==> src/hw/ccs_regs.vh <==
/*
 * Constants for the cascade steering block: APB register offsets,
 * field positions, reset values, sequence cycle counts and device limit.
 * Assumes a 32-bit APB slave with word-aligned registers.
 */
// Notes on behaviour
// - Broadcast writes load same sequence configuration everywhere
// - Broadcast config reads answered by bottom device
// - Shared key bus; write pulse starts search
// - Bottom device reports system hit and multi-hit
// - Input sequence busy changes together everywhere
// - Hit-priority device drives output, else bottom
// - Hit summary driven by bottom device unless auto address is set
// - No hit: bottom clears address valid flag
// - Automatic address output drives on own hit
// - Select register: broadcast flag plus device number
// - Broadcast write target chosen by attribute
// - Broadcast read answered by one attribute device
// - Common registers written in every device
// - Search results update three or five registers
// - Broadcast reads: priority address, bottom summary
// - Per-device results readable with targeted access
// - Hit priority: uppermost hit, passed down chain
// - Empty priority: uppermost free entry, passed down
// - Bottom flag set only in last device
// - At most 32 devices share buses
`ifndef CCS_REGS_VH
`define CCS_REGS_VH
`define CCS_OFS_SELECT      12'h000
`define CCS_OFS_IDENT       12'h004
`define CCS_OFS_IP_CFG      12'h008
`define CCS_OFS_OP_CFG      12'h00C
`define CCS_OFS_HHA         12'h010
`define CCS_OFS_HIT_DATA    12'h014
`define CCS_OFS_HIT_SUMMARY_STATUS       12'h018
`define CCS_OFS_CMP         12'h01C
`define CCS_OFS_SEQ_HIT     12'h020
`define CCS_OFS_TABLE       12'h024
`define CCS_OFS_CTRL        12'h028
`define CCS_OFS_STATUS      12'h02C
`define CCS_SEL_NUM_MSB     4
`define CCS_SEL_ALL_BIT     5
`define CCS_IDENT_BOT_BIT   5
`define CCS_HHA_VALID_BIT   31
`define CCS_HST_HIT_BIT     0
`define CCS_HST_MULTI_BIT   1
`define CCS_CTRL_AUTO_BIT   0
`define CCS_CTRL_TC_BIT     1
`define CCS_OP_SEL_LSB      0
`define CCS_RST_SELECT      6'h20
`define CCS_RST_ZERO        32'h00000000
`define CCS_IP_BUSY_CYC     4'h4
`define CCS_OP_STEP_CYC     4'h2
`define CCS_MAX_DEVICES     6'h20
`endif

==> src/hw/ccs_steer.v <==
/*
 * Cascade steering for one chained search device: APB register file,
 * host access selection (targeted or broadcast), search sequence
 * timing, hit/empty priority chain and shared bus drive enables.
 * Assumes neighbour devices run on the same sys_clk; chain inputs
 * arriving from another device pass a three-stage synchroniser.
 */
// The APB slave port and the placing of the registers were decided locally.
`timescale 1ns/10ps
`include "ccs_regs.vh"
module ccs_steer (
    input  wire        sys_clk,
    input  wire        rstn,
    input  wire [11:0] paddr,
    input  wire        psel,
    input  wire        penable,
    input  wire        pwrite,
    input  wire [31:0] pwdata,
    output reg  [31:0] prdata,
    output wire        pready,
    output wire        pslverr,
    output wire        host_drive_en,
    input  wire [31:0] key_input_bus,
    input  wire        key_write_pulse,
    input  wire        local_hit,
    input  wire        local_multi_hit,
    input  wire        local_empty,
    input  wire [31:0] local_hit_addr,
    input  wire [31:0] local_hit_entry,
    input  wire [31:0] local_empty_entry,
    input  wire        hit_chain_in_n,
    input  wire        multi_hit_chain_in_n,
    input  wire        empty_chain_in_n,
    output wire        hit_chain_out_n,
    output wire        multi_hit_chain_out_n,
    output wire        empty_chain_out_n,
    input  wire        op_start,
    output reg  [31:0] result_output_bus,
    output wire        result_drive_en,
    output wire        ip_busy_n,
    output wire        op_busy_n,
    output wire        seq_hit_n,
    output wire        table_write_pulse
);

    // Chain synchronisers; first stage feeds only the second
    // Reset to the idle high level so no false change follows reset
    reg  [2:0] hit_sync_ff;
    reg  [2:0] mh_sync_ff;
    reg  [2:0] em_sync_ff;
    reg        hit_up_ff;
    reg        mh_up_ff;
    reg        em_up_ff;

    always @(posedge sys_clk or negedge rstn) begin
        if (!rstn) begin
            hit_sync_ff <= 3'h7;
            mh_sync_ff  <= 3'h7;
            em_sync_ff  <= 3'h7;
            hit_up_ff   <= 1'b0;
            mh_up_ff    <= 1'b0;
            em_up_ff    <= 1'b0;
        end else begin
            hit_sync_ff <= {hit_sync_ff[1:0], hit_chain_in_n};
            mh_sync_ff  <= {mh_sync_ff[1:0], multi_hit_chain_in_n};
            em_sync_ff  <= {em_sync_ff[1:0], empty_chain_in_n};
            // Change accepted once stages two and three agree
            if (hit_sync_ff[1] == hit_sync_ff[2])
                hit_up_ff <= ~hit_sync_ff[2];
            if (mh_sync_ff[1] == mh_sync_ff[2])
                mh_up_ff <= ~mh_sync_ff[2];
            if (em_sync_ff[1] == em_sync_ff[2])
                em_up_ff <= ~em_sync_ff[2];
        end
    end

    // Registers
    // Five-bit device number: at most 32 devices in one chain
    reg        all_devices_flag_ff;
    reg  [4:0] target_device_number_ff;
    reg  [4:0] own_number_ff;
    reg        bottom_of_chain_flag_ff;
    reg [31:0] ip_cfg_ff;
    reg [31:0] op_cfg_ff;
    reg [31:0] compare_data_register_ff;
    reg [31:0] highest_hit_address_ff;
    reg [31:0] hit_entry_data_ff;
    reg  [1:0] hit_summary_status_ff;
    reg [31:0] sequence_hit_flags_ff;
    reg  [1:0] ctrl_ff;
    reg  [3:0] ip_cnt_ff;
    reg  [3:0] op_cnt_ff;
    reg  [1:0] op_step_ff;
    reg        op_done_ff;
    reg  [4:0] seq_idx_ff;

    // Priority: uppermost hit/free entry wins, passed downward
    wire hit_prio   = local_hit & ~hit_up_ff;
    wire empty_prio = local_empty & ~em_up_ff;
    assign hit_chain_out_n   = ~(local_hit | hit_up_ff);
    // Multi-hit: own multi, upper multi, or own hit under an upper hit
    assign multi_hit_chain_out_n = ~(local_multi_hit | mh_up_ff | (local_hit & hit_up_ff));
    assign empty_chain_out_n = ~(local_empty | em_up_ff);
    // System view; only meaningful in the bottom device
    wire sys_hit = ~hit_chain_out_n;
    wire sys_multi = ~multi_hit_chain_out_n;

    // Access steering
    localparam ATT_ALL = 2'd0;
    localparam ATT_HIT = 2'd1;
    localparam ATT_EMP = 2'd2;
    localparam ATT_BOT = 2'd3;

    // Which device answers or takes a broadcast access to an offset
    function [1:0] ccs_attr;
        input [11:0] a;
        begin
            case (a)
                `CCS_OFS_HHA, `CCS_OFS_HIT_DATA: ccs_attr = ATT_HIT;
                `CCS_OFS_TABLE:                  ccs_attr = ATT_EMP;
                default:                         ccs_attr = ATT_BOT;
            endcase
        end
    endfunction

    // Registers that must hold the same data in every device
    function ccs_common;
        input [11:0] a;
        begin
            ccs_common = (a == `CCS_OFS_SELECT) || (a == `CCS_OFS_IP_CFG) ||
                         (a == `CCS_OFS_OP_CFG) || (a == `CCS_OFS_CTRL);
        end
    endfunction

    wire [1:0] attr = ccs_attr(paddr);
    wire targeted_me = ~all_devices_flag_ff & (target_device_number_ff == own_number_ff);
    // Priority lags the chain by the synchroniser; host waits after a search
    // No free entry anywhere: the bottom device answers instead
    wire prio_me = (attr == ATT_HIT) ? (hit_prio | (~sys_hit & bottom_of_chain_flag_ff)) :
                   (attr == ATT_EMP) ? (empty_prio | (~em_up_ff & ~local_empty & bottom_of_chain_flag_ff)) :
                   bottom_of_chain_flag_ff;
    // Common registers ignore the target number on writes
    wire wr_me = ccs_common(paddr) ? 1'b1 :
                 (all_devices_flag_ff ? ((attr == ATT_BOT) ? 1'b1 : prio_me) : targeted_me);
    wire rd_me = all_devices_flag_ff ? prio_me : targeted_me;
    wire acc = psel & penable;
    wire wr_en = acc & pwrite & wr_me;
    // Zero wait states: every access completes in its first access cycle
    assign pready  = 1'b1;
    assign pslverr = 1'b0;
    // Only the selected device answers a read
    assign host_drive_en = acc & ~pwrite & rd_me;
    // Layout writes broadcast; otherwise the port is targeted
    assign table_write_pulse = acc & pwrite & (paddr == `CCS_OFS_TABLE) &
                               (ctrl_ff[`CCS_CTRL_TC_BIT] ? 1'b1 : targeted_me);

    // Register writes and search result capture
    always @(posedge sys_clk or negedge rstn) begin
        if (!rstn) begin
            {all_devices_flag_ff, target_device_number_ff} <= `CCS_RST_SELECT;
            own_number_ff            <= 5'h00;
            bottom_of_chain_flag_ff  <= 1'b0;
            ip_cfg_ff                <= `CCS_RST_ZERO;
            op_cfg_ff                <= `CCS_RST_ZERO;
            compare_data_register_ff <= `CCS_RST_ZERO;
            highest_hit_address_ff   <= `CCS_RST_ZERO;
            hit_entry_data_ff        <= `CCS_RST_ZERO;
            hit_summary_status_ff    <= 2'h0;
            sequence_hit_flags_ff    <= `CCS_RST_ZERO;
            ctrl_ff                  <= 2'h0;
        end else begin
            // Read-only and unmapped offsets ignore writes, no error
            if (wr_en) begin
                case (paddr)
                    `CCS_OFS_SELECT: begin
                        all_devices_flag_ff     <= pwdata[`CCS_SEL_ALL_BIT];
                        target_device_number_ff <= pwdata[`CCS_SEL_NUM_MSB:0];
                    end
                    `CCS_OFS_IDENT: begin
                        own_number_ff           <= pwdata[4:0];
                        bottom_of_chain_flag_ff <= pwdata[`CCS_IDENT_BOT_BIT];
                    end
                    `CCS_OFS_IP_CFG: ip_cfg_ff <= pwdata;
                    `CCS_OFS_OP_CFG: op_cfg_ff <= pwdata;
                    `CCS_OFS_CTRL:   ctrl_ff   <= pwdata[1:0];
                    default: ;
                endcase
            end
            // Search results: three regs, plus two on key-port search
            if (key_write_pulse) begin
                compare_data_register_ff <= key_input_bus & ~ip_cfg_ff;
                sequence_hit_flags_ff[seq_idx_ff] <= local_hit;
            end
            if (ip_cnt_ff == 4'h1) begin
                highest_hit_address_ff <= local_hit_addr;
                hit_entry_data_ff      <= local_hit_entry;
                hit_summary_status_ff  <= {local_multi_hit, local_hit};
            end
        end
    end

    // Input sequence: identical fixed length in every device
    reg [4:0] nxt_seq_idx;
    always @(posedge sys_clk or negedge rstn) begin
        if (!rstn) begin
            ip_cnt_ff  <= 4'h0;
            seq_idx_ff <= 5'h00;
        end else begin
            // A new pulse restarts the count; searches must not overlap
            if (key_write_pulse)
                ip_cnt_ff <= `CCS_IP_BUSY_CYC;
            else if (ip_cnt_ff != 4'h0)
                ip_cnt_ff <= ip_cnt_ff - 4'h1;
            seq_idx_ff <= nxt_seq_idx;
        end
    end
    always @* begin
        nxt_seq_idx = seq_idx_ff;
        if (key_write_pulse)
            nxt_seq_idx = seq_idx_ff + 5'h01;
    end
    assign ip_busy_n = (ip_cnt_ff == 4'h0);
    // Own table only; the pins are wired together outside the device
    assign seq_hit_n = ~local_hit;

    // Output sequence states
    // A start outside the idle state is ignored
    localparam OP_IDLE = 3'b001;
    localparam OP_RUN  = 3'b010;
    localparam OP_END  = 3'b100;
    reg [2:0] op_st_ff;
    reg [2:0] nxt_op_st;
    always @* begin
        case (op_st_ff)
            OP_IDLE: nxt_op_st = op_start ? OP_RUN : OP_IDLE;
            OP_RUN:  nxt_op_st = (op_cnt_ff == 4'h1) ? OP_END : OP_RUN;
            OP_END:  nxt_op_st = OP_IDLE;
            default: nxt_op_st = OP_IDLE;
        endcase
    end
    always @(posedge sys_clk or negedge rstn) begin
        if (!rstn) begin
            op_st_ff  <= OP_IDLE;
            op_cnt_ff <= 4'h0;
        end else begin
            op_st_ff <= nxt_op_st;
            if (op_st_ff == OP_IDLE && op_start)
                op_cnt_ff <= `CCS_OP_STEP_CYC;
            else if (op_cnt_ff != 4'h0)
                op_cnt_ff <= op_cnt_ff - 4'h1;
        end
    end
    // Busy only ends meaningfully in the bottom device
    assign op_busy_n = (op_st_ff == OP_IDLE);

    // Output bus source select: 0 compare,1 summary,2 address,3 entry
    // Summary comes from the bottom unless auto address is set; the bottom holds the system view
    wire [1:0] op_sel = op_cfg_ff[1:0];
    wire from_bottom_only = (op_sel == 2'd1);
    wire auto_addr = ctrl_ff[`CCS_CTRL_AUTO_BIT];
    // Auto address output drives on any own hit; may collide
    wire op_me = auto_addr ? local_hit :
                 from_bottom_only ? bottom_of_chain_flag_ff :
                 (hit_prio | (~sys_hit & bottom_of_chain_flag_ff));
    assign result_drive_en = (op_st_ff == OP_RUN) & op_me;
    wire [31:0] addr_word = {hit_prio, highest_hit_address_ff[30:0]};

    always @(posedge sys_clk or negedge rstn) begin
        if (!rstn)
            result_output_bus <= `CCS_RST_ZERO;
        else begin
            case (op_sel)
                2'd0: result_output_bus <= compare_data_register_ff;
                2'd1: result_output_bus <= {30'h0, sys_multi, sys_hit};
                2'd2: result_output_bus <= addr_word;
                default: result_output_bus <= hit_entry_data_ff;
            endcase
        end
    end

    // Read data: broadcast returns system view, targeted own view
    // Unmapped offsets read as zero; no slave error is raised
    always @* begin
        case (paddr)
            `CCS_OFS_SELECT:   prdata = {26'h0, all_devices_flag_ff, target_device_number_ff};
            `CCS_OFS_IDENT:    prdata = {26'h0, bottom_of_chain_flag_ff, own_number_ff};
            `CCS_OFS_IP_CFG:   prdata = ip_cfg_ff;
            `CCS_OFS_OP_CFG:   prdata = op_cfg_ff;
            `CCS_OFS_HHA:      prdata = {local_hit, highest_hit_address_ff[30:0]};
            `CCS_OFS_HIT_DATA: prdata = hit_entry_data_ff;
            `CCS_OFS_HIT_SUMMARY_STATUS:    prdata = all_devices_flag_ff ? {30'h0, sys_multi, sys_hit} :
                                        {30'h0, hit_summary_status_ff};
            `CCS_OFS_CMP:      prdata = compare_data_register_ff;
            `CCS_OFS_SEQ_HIT:  prdata = sequence_hit_flags_ff;
            `CCS_OFS_TABLE:    prdata = local_empty_entry;
            `CCS_OFS_CTRL:     prdata = {30'h0, ctrl_ff};
            `CCS_OFS_STATUS:   prdata = {27'h0, hit_prio, empty_prio, ~ip_busy_n, ~op_busy_n, local_hit};
            default:           prdata = `CCS_RST_ZERO;
        endcase
    end

endmodule

==> config.mk <==
export PLATFORM = sky130hd
export DESIGN_NAME = ccs_steer
export DESIGN_NICKNAME = d
export VERILOG_FILES = /design/src/hw/ccs_steer.v
export VERILOG_INCLUDE_DIRS = /design/src /design/src/hw
export SDC_FILE = /design/constraint.sdc
export NUM_CORES = 1
export LEC_CHECK = 0
export ABC_AREA = 1
export BUFFER_PORTS_ARGS = -buffer_cell sky130_fd_sc_hd__buf_2
export CAP_MARGIN = 20
export CORE_ASPECT_RATIO = 1.1
export CORE_MARGIN = 1
export CORE_UTILIZATION = 55
export CTS_BUF_LIST = sky130_fd_sc_hd__clkbuf_4
export CTS_CLUSTER_DIAMETER = 80
export CTS_CLUSTER_SIZE = 40
export DETAILED_ROUTE_END_ITERATION = 6
export GPL_ROUTABILITY_DRIVEN = 0
export MAX_ROUTING_LAYER = met4
export PLACE_DENSITY_LB_ADDON = 0.12
export SLEW_MARGIN = 20
export SYNTH_ARGS = -nofsm -noshare
export SYNTH_HDL_FRONTEND = slang
export SYNTH_SLANG_ARGS = --single-unit
export TNS_END_PERCENT = 50
==> constraint.sdc <==
create_clock -name sys_clk -period 2.41 [get_ports sys_clk]
set_input_delay 0.241 -clock sys_clk [delete_from_list [all_inputs] [get_ports sys_clk]]
set_output_delay 0.241 -clock sys_clk [all_outputs]
set_load 0.1 [all_outputs]
* Word level (Yosys, flattened, before mapping)
Index checks and enable logic that the tools add are counted.
** Storage, ports and cells
- Flip-flop bits (word level) :: 267
- Input port bits :: 185
- Word-level logic and storage cells :: 130
** Cells by class
- $add $sub $neg :: 3
- $lt $le $gt $ge :: 2
- Equal/unequal tests :: 24
- Mux-type cells :: 23
- Bitwise gates (word level) :: 37
- Reduce and logical (&&, ||, !) cells :: 18
** Operator list (number)
- $pmux W32 S12 :: 1
- $pmux W32 S3 :: 1
- $eq A12 B5 Y1 const B :: 4
- $eq A12 B6 Y1 const B :: 4
- $and A32 B32 Y32 :: 1
- $bwmux W32 :: 1
- $not A32 Y32 :: 1
- $eq A12 B4 Y1 const B :: 2
- $mux W4 :: 4
- $and A1 B1 Y1 :: 15
- $not A1 Y1 :: 14
- $eq A12 B3 Y1 const B :: 1
- $logic_not A12 Y1 :: 1
- $mux W1 :: 10
- $reduce_and A2 Y1 :: 5
- $eq A4 B1 Y1 const B :: 2
- $reduce_bool A4 Y1 :: 2
- $sub A4 B1 Y4 const B :: 2
- $eq A2 B2 Y1 const B :: 3
- $lt A5 B6 Y1 const B :: 1
- $or A1 B1 Y1 :: 6
- $pmux W3 S2 :: 1
- $add A5 B1 Y5 const B :: 1
- $demux W1 S5 :: 1
- other kinds (15) :: 23

* Depth between registers and ports, before layout
Gate-level depths: netlist (run 1).
- Word-level depth :: 11
- Gate-level depth with buffers :: 20
- Gate-level depth less buffers :: 18

* Worst setup path before layout (run 1)
Ideal clock, no wire load.
- Kind :: flip-flop to output port
- Start :: register op_st_ff[0]
- End :: output prdata[1]
- Arrival time :: 3.944 ns
- Data required time :: 2.169 ns
- Slack :: -1.775 ns
- Cell stages (with the launch flop) :: 6
- Buffers on the path :: 0
- Path through :: dfstp_2 > inv_1 > nor3_1 > o221ai_1 > nor2_1 > nand3_1
** On the way
- Longest elaborated chain between the ends :: 3
** Ends and longest elaborated chain
- start, declared :: RTL line ccs_steer.v:231 : reg [2:0] op_st_ff;
- start signal, assigned :: RTL line ccs_steer.v:246 : op_st_ff <= nxt_op_st;
- $eq A3 B1 Y1 :: RTL line ccs_steer.v:254 : assign op_busy_n = (op_st_ff == OP_IDLE);
- net op_busy_n :: RTL line ccs_steer.v:41 : output wire op_busy_n,
- $not A1 Y1 :: RTL line ccs_steer.v:297 : `CCS_OFS_STATUS: prdata = {27'h0, hit_prio, empty_prio, ~ip_busy_n, ~op_busy_n, local_hit};
- $pmux W32 S12 :: RTL line ccs_steer.v:284 : case (paddr)
- end, declared :: RTL line ccs_steer.v:19 : output reg [31:0] prdata,
The timed path passes the listed nets, and every way through them passes these cells.

* Final worst setup path (run 1)
- Start :: register all_devices_flag_ff
- End :: output prdata[5]
** On the way
- Longest elaborated chain between the ends :: 1
** Ends and longest elaborated chain
- start, declared :: RTL line ccs_steer.v:79 : reg all_devices_flag_ff;
- start signal, assigned :: RTL line ccs_steer.v:160 : {all_devices_flag_ff, target_device_number_ff} <= `CCS_RST_SELECT;
- start signal, assigned :: RTL line ccs_steer.v:176 : all_devices_flag_ff <= pwdata[`CCS_SEL_ALL_BIT];
- $pmux W32 S12 :: RTL line ccs_steer.v:284
No other way between the ends.

==> results of run 1 <==
[logic make-up (layout without fill, tap and decap cells)]
family | after synthesis | count (layout) | share of synthesized area, %
multiplexers | 22 | 22 | 1.791
flip-flops | 267 | 267 | 52.66
buffers and inverters | 309 | 732 | 9.850
XOR/XNOR | 8 | 8 | 0.5511
adder cells (fa/ha/maj) | 10 | 10 | 0.9841
other | 2 | 3 | 0.05907
AO/OA/AOI/OAI | 341 | 341 | 16.03
AND/OR/NAND/NOR | 531 | 531 | 18.08
[cells in the final DEF (no fill, tap or decap), drive strengths merged, types with 8 or more instances in the layout]
cell type,n
nor2,123
clkbuf,14
dfstp,11
nand3,64
buf,332
a21oi,112
a31oi,17
nand2,287
o221ai,30
inv,231
mux2i,16
o21ai,96
a221oi,19
dlygate4sd3,145
o22ai,49
dfrtp,256
nand4,46
nor3,11
clkinv,8
ha,10
[repair_timing]
| action | 4_1_cts | 5_1_grt |
|---|---|---|
| endpoints found under the hold margin | 458 | 0 |
| hold buffers | 146 | 0 |
| setup buffers | 11 | 7 |
| pin swaps | 8 | 8 |
| setup endpoints to repair | 10 | 27 |
| resized for setup | 23 | 52 |
[state kept, by name (all words and copies together) (netlist names), 4 cells and up]
name,count
ip_cnt_ff,4
own_number_ff,5
sequence_hit_flags_ff,32
op_cfg_ff,32
op_cnt_ff,4
ip_cfg_ff,32
compare_data_register_ff,32
seq_idx_ff,5
result_output_bus,32
highest_hit_address_ff,31
target_device_number_ff,5
hit_entry_data_ff,32
[per-stage QoR]
step	worst slack, ns	total power (uW)	setup TNS [ns]	cell area, sq um	hold WS, ns
2_1_floorplan	-0.7891	10220	-1.611	12740	-0.05459
3_3_place_gp	0.06014	11340	0	15120	0.2488
3_5_place_dp	-0.02182	11510	-0.04776	15120	0.2585
4_1_cts	-0.2342	13720	-0.8808	17000	0.01841
5_1_grt	-0.3385	14600	-1.381	17200	0.04951
6_report	-0.2891	13940	-0.9862	17200	0.04582
[power by group]
group          switching (uW)  internal (uW)
sequential                643           5700
combinational            4110           1470
clock                    1610            406
total                    6360           7580
[critical path: cells and delay by family (launching register included)]
family,cells,cell delay (ns)
flip-flops,1,0.63
AND/OR/NAND/NOR,2,0.30
buffers and inverters,3,0.62
AO/OA/AOI/OAI,1,0.15
[routing by layer]
layer | part of all wire, % | vias up
met2 | 46 | 844
met4 | 4.8 | 0
met1 | 40 | 6006
met5 | 0 | -
met3 | 10 | 164
li1 | - | 5764
[cell usage after synthesis, types with 8 or more instances]
cell,count
nand2_1,282
dfrtp_1,256
inv_1,209
nor2_1,117
a21oi_1,112
o21ai_0,78
nand3_1,60
o22ai_1,49
clkbuf_1,47
nand4_1,46
o221ai_1,30
a221oi_1,19
inv_2,19
o21ai_1,18
a31oi_1,17
mux2i_1,16
buf_2,14
dfstp_2,11
ha_1,10
buf_6,8
nor3_1,8
[worst max path at each step]
stage | start | end | depth (start not counted)
2_1_floorplan | hit_up_ff | prdata[0] | 6
3_3_place_gp | paddr[6] | ip_cfg_ff[3] | 19
3_5_place_dp | paddr[6] | ip_cfg_ff[27] | 19
4_1_cts | all_devices_flag_ff | prdata[5] | 6
5_1_grt | all_devices_flag_ff | prdata[0] | 8
6_report | all_devices_flag_ff | prdata[5] | 6
[final cells by class]
class	count	share of cell area (%)
Timing Repair Buffer	479	23.23
Multi-Input combinational cell	914	29.11
Inverter	231	5.063
Clock buffer	13	0.5674
Sequential cell	267	38.94
Clock inverter	9	0.9310
Antenna cell	1	0.01455
Tap cell	295	2.146
==> flow_summary.json, run 1 <==
{
  "syn_inst": 1490,
  "drcViolationCount": 8,
  "grt_first_pass_wirelength_mm": 66.99,
  "grt_setup_unrepaired": "yes",
  "ys_types": 41,
  "final_nets": 2101,
  "grt_max_degree": 71,
  "synth.cell_area_sq_mm": 0.01271,
  "avgSynthCellArea_sq_um": 8.533,
  "core_sq_mm": 0.02239,
  "cts_max_level": 1,
  "reg2reg_to": "sequence_hit_flags_ff[22]",
  "antenna_left": 0,
  "area_growth_syn_to_layout_pct": 35.29,
  "vdd_drop_max_mv": 0.6117,
  "final_hold_viol_count": 0,
  "fin_skew_ns": 0.09203,
  "worstPathArrival_ns": 2.46,
  "fp.dieW_um": 147.0,
  "cpPeakStageDelay_ns": 0.63,
  "die-area_sq_mm": 0.02373,
  "cts_buffers": 13,
  "min_to": "ctrl_ff[1]",
  "clock_path_buffers": 3,
  "place_hpwl_mm": 29.77,
  "synth_fp_nets": 1685,
  "nFillCells": 1549,
  "async_flop_share_pct": 100.0,
  "cp-start-kind": "flop",
  "ff2ff_path_depth": 8,
  "register_area_sq_mm": 0.006698,
  "relSlewSlack_pct": 55.71,
  "tightest_slew_ns": 0.6643,
  "met3_usage_pct": 5.226,
  "met2_usage_pct": 57.37,
  "rrSetupSlack_ns": 0.13,
  "routed_via_density": 5.785,
  "utilization_pct": 76.81,
  "min_path_type": "input pin to flop",
  "run_status": "complete, but fails checks",
  "fin_cells": 2209,
  "finalCriticalPeriod_ns": 2.699,
  "synth_top_area_cell": "dfrtp_1",
  "cts_tree": "yes",
  "ios": 260,
  "grt_pass1_vias": 12380,
  "start_util_pct": 56.78,
  "grt_busiest_layer": "met2",
  "violations": "design-rule violations, negative setup slack",
  "clk_pin_slew_worst_paths_ns": 0.32,
  "die_y_um": 161.5,
  "synth-main-ff-cell": "dfrtp_1",
  "grt_usage_pct": 37.85,
  "clk_latency_ns": 0.80,
  "wl_mm": 43.43,
  "fin_crit_sh_pct": 112.0,
  "antenna_found_initial": 1,
  "yosysSeqAreaShare_pct": 52.66,
  "maxCapViolCount": 0,
  "cts.sinks": 267,
  "setup_violations": 5,
  "dr.pass1.iters": 7,
  "drtIter0Drc": 1452,
  "dp_cells": 2022,
  "maxSlewViolCount": 0,
  "critPathRequiredTime_ns": 2.17,
  "synth-edff-count": 0,
  "vias": 12780,
  "avgRoutedWirePerCell_um": 19.66,
  "synth_area_leaders": "dfrtp_1 50%, nand2_1 8.3%, inv_1 6.2%",
  "setup_ws_ns": -0.2891,
  "cts_root_buffer": "clkbuf_4",
  "cp-end-kind": "output pin",
  "cp_max_fo": 6,
  "yosysTopAreaCellShare_pct": 50.38,
  "drive_gt1_share_pct": 24.67,
  "io_buffers": 256,
  "min_from": "paddr[3]",
  "r2r_start": "seq_idx_ff[0]",
  "grt_overflow": 0,
  "ys_warn_count": 0,
  "grtUsageMet1_pct": 51.19,
  "cpMaxStageDelayCell": "dfstp_2",
  "total_leakage_power_uw": 0.008608,
  "crit_chain": "clkinvlp_4 > buf_6 > o22ai_2 > nor2_2 > nand4_1 > buf_12",
  "p_per_area_mw_per_mm2": 810.3,
  "rows": 57,
  "multiInputGateArea_sq_mm": 0.005007,
  "ys_seq_elements": 267,
  "timing.fmax_mhz": 370.5,
  "holdPathStages": 5,
  "setup.worst_path.class": "flop to output pin"
}
No activity file was read; power rests on OpenSTA's default activity.
==> inputs of run 2 (changes only) <==
Settings changed: ABC_AREA 1 to default.
==> run 2 against run 1 <==
Net effect:
- the flow finishes with violations (negative setup slack)
- synthesized area down 1.0%
- power down 16%
- die area down 1.0%
- clock power down 5%
- hold slack worse by 0.0055 ns
- core utilization down 0.40 points
- routed wire length down 14%
- via count down 19%
- sequential power about the same
- non-clock buffer count down 12
- critical path depth up 2
- register-to-register slack better by 0.10 ns
==> flow_summary.json, run 2 <==
{
  "rrSetupSlack_ns": 0.23,
  "final_common_cell": "dfrtp_1",
  "final_nets": 1638,
  "ys_warn_count": 0,
  "cts_root_buffer": "clkbuf_4",
  "fin_tns_setup_ns": -1.584,
  "area_growth_syn_to_layout_pct": 35.11,
  "avgSynthCellArea_sq_um": 12.10,
  "antenna_left": 0,
  "vias": 10370,
  "grt_usage_pct": 33.41,
  "worst-path-buf-inv": 2,
  "setup_violations": 9,
  "critPathRequiredTime_ns": 2.17,
  "reg2reg_to": "hit_entry_data_ff[24]",
  "routed_via_density": 5.942,
  "timing.fmax_mhz": 338.2,
  "cp_max_fo": 2,
  "cpMaxStageDelayCell": "dfrtp_1",
  "die-area_sq_mm": 0.02349,
  "clock_path_buffers": 3,
  "drtIter0Drc": 822,
  "clk_latency_ns": 0.73,
  "fp.dieW_um": 146.2,
  "total_power_uw": 11730,
  "crit_chain": "inv_2 > ha_2 > or3b_4 > mux2i_1 > o22ai_1 > a222oi_1 > nand2_2 > buf_12",
  "start_util_pct": 56.56,
  "antenna_found_initial": 1,
  "p_per_area_mw_per_mm2": 690.0,
  "async_flop_share_pct": 100.0,
  "grt_max_degree": 88,
  "r2r_start": "ip_cnt_ff[0]",
  "wl_mm": 37.39,
  "min_path_type": "input pin to asynchronous set/reset pin",
  "synth_common_cells": "256 x dfrtp_1, 167 x mux2_2, 66 x o21ai_0",
  "yosysSeqAreaShare_pct": 53.20,
  "vdd_drop_max_mv": 0.6621,
  "ff2ff_path_depth": 6,
  "cts_tree": "yes",
  "synth-edff-count": 0,
  "run_status": "complete, but fails checks",
  "cts_max_level": 1,
  "drcViolationCount": 0,
  "worstPathArrival_ns": 2.72,
  "place_hpwl_mm": 23.79,
  "maxSlewViolCount": 0,
  "fin_crit_sh_pct": 122.7,
  "cts.sinks": 267,
  "yosysMostFrequentCell": "dfrtp_1",
  "ys_seq_elements": 267,
  "setup.worst_path.class": "flop to output pin",
  "holdWs_ns": 0.04032,
  "yosysTopAreaCellShare_pct": 50.90,
  "relSlewSlack_pct": 35.34,
  "cp_top_family": "simple AND/OR/NAND/NOR gates",
  "grt_pass1_vias": 10660,
  "total_leakage_power_uw": 0.007848,
  "grt_setup_unrepaired": "yes",
  "cts_buffers": 13,
  "dr.pass1.iters": 6,
  "synth_area_leaders": "dfrtp_1 51%, mux2_2 15%, a22oi_1 3.4%",
  "core_sq_mm": 0.02225,
  "synth_top_area_cell": "dfrtp_1",
  "synth_fp_nets": 1235,
  "rows": 57,
  "ios": 260,
  "pre_cts_slack_ns": -0.01416,
  "drive_gt1_share_pct": 41.13,
  "cpPeakStageDelay_ns": 0.48,
  "grt_overflow": 0,
  "setup_ws_ns": -0.5471,
  "grt_first_pass_wirelength_mm": 59.33,
  "final_cell_mix": "252 x dfrtp_1, 217 x buf_2, 167 x mux2_2",
  "finalCriticalPeriod_ns": 2.957,
  "clk_pin_slew_worst_paths_ns": 0.31,
  "ys_types": 60,
  "cp-start-kind": "flop",
  "synth-main-ff-cell": "dfrtp_1",
  "die_y_um": 160.7,
  "final_hold_viol_count": 0,
  "synth.cell_area_sq_mm": 0.01258,
  "tightest_slew_ns": 0.9689,
  "syn_inst": 1040,
  "cp-end-kind": "output pin",
  "violations": "negative setup slack",
  "fin_skew_ns": 0.1488,
  "maxCapViolCount": 0,
  "io_buffers": 256,
  "avgRoutedWirePerCell_um": 21.43
}
==> run 2: cell count changes in the layout (fill, tap and decap cells not counted), sizes merged, moves of 54 or more <==
| cell | change |
|---|---|
| a21oi | -102 |
| a22oi | +54 |
| inv | -180 |
| mux2 | +170 |
| nand2 | -249 |
| nor2 | -99 |
==> run 2: power by group <==
part | total (uW) | switching (uW) | internal (uW)
Sequential | 6320 | 851 | 5470
Combinational | 3510 | 1840 | 1670
Clock | 1900 | 1520 | 384
==> run 2: what timing repair did <==
item,in CTS,in global routing
hold buffers,138,1
hold endpoints to repair,397,1
gates resized for setup,26,13
pin swaps,11,10
endpoints found under the setup margin,12,31
buffers inserted,14,7
==> run 2: through the flow <==
| stage | instances | util, % | instance area [sq um] |
|---|---|---|---|
| final | 1745 | 76.41 | 17000 |
| after global routing | 1745 | 76.41 | 17000 |
| after CTS | 1737 | 75.95 | 16900 |
| after detailed placement | 1564 | 67.91 | 15110 |
| after global placement | 1564 | 67.91 | 15110 |
| after floorplan | 1040 | - | 12710 |
==> run 2: area by class of cell <==
| class | count | area [sq um] |
|---|---|---|
| Sequential cell | 267 | 6703 |
| Clock buffer | 13 | 97.59 |
| Tap cell | 295 | 369.1 |
| Multi-Input combinational cell | 648 | 5543 |
| Timing Repair Buffer | 467 | 3988 |
| Inverter | 46 | 175.2 |
| Clock inverter | 8 | 125.1 |
| Antenna cell | 1 | 2.502 |
| Fill cell | 1448 | 5249 |
==> run 2: kinds of logic after synthesis <==
group	after synthesis	share of synthesized area, %
buffers and inverters	125	4.623
DFF	267	53.20
other	2	0.05968
AOI/OAI and AO/OA	252	14.42
and+or+nand+nor	184	8.640
adders and majority gates	10	0.9942
xor gates and xnor gates	10	0.6959
muxes	190	17.37
==> run 2: how the worst max path moves through the flow <==
stage	startpoint	endpoint	slack (ns)	cells after the start
after floorplan	paddr[8]	host_drive_en	-0.67	11
after global placement	paddr[7]	own_number_ff[0]	0.03	10
after detailed placement	paddr[7]	own_number_ff[4]	-0.01	10
after CTS	ip_cnt_ff[0]	prdata[2]	-0.58	8
after global routing	ip_cnt_ff[0]	prdata[2]	-0.69	8
final	ip_cnt_ff[1]	prdata[2]	-0.55	8
==> run 2: layer usage <==
layer / part of all wire [%] / global-route usage, % / up-vias
met5: 0 / - / -
met4: 2.7 / 10.18 / 0
met3: 7.3 / 5.540 / 83
met2: 49 / 54.20 / 505
met1: 41 / 43.23 / 5117
li1: - / - / 4664
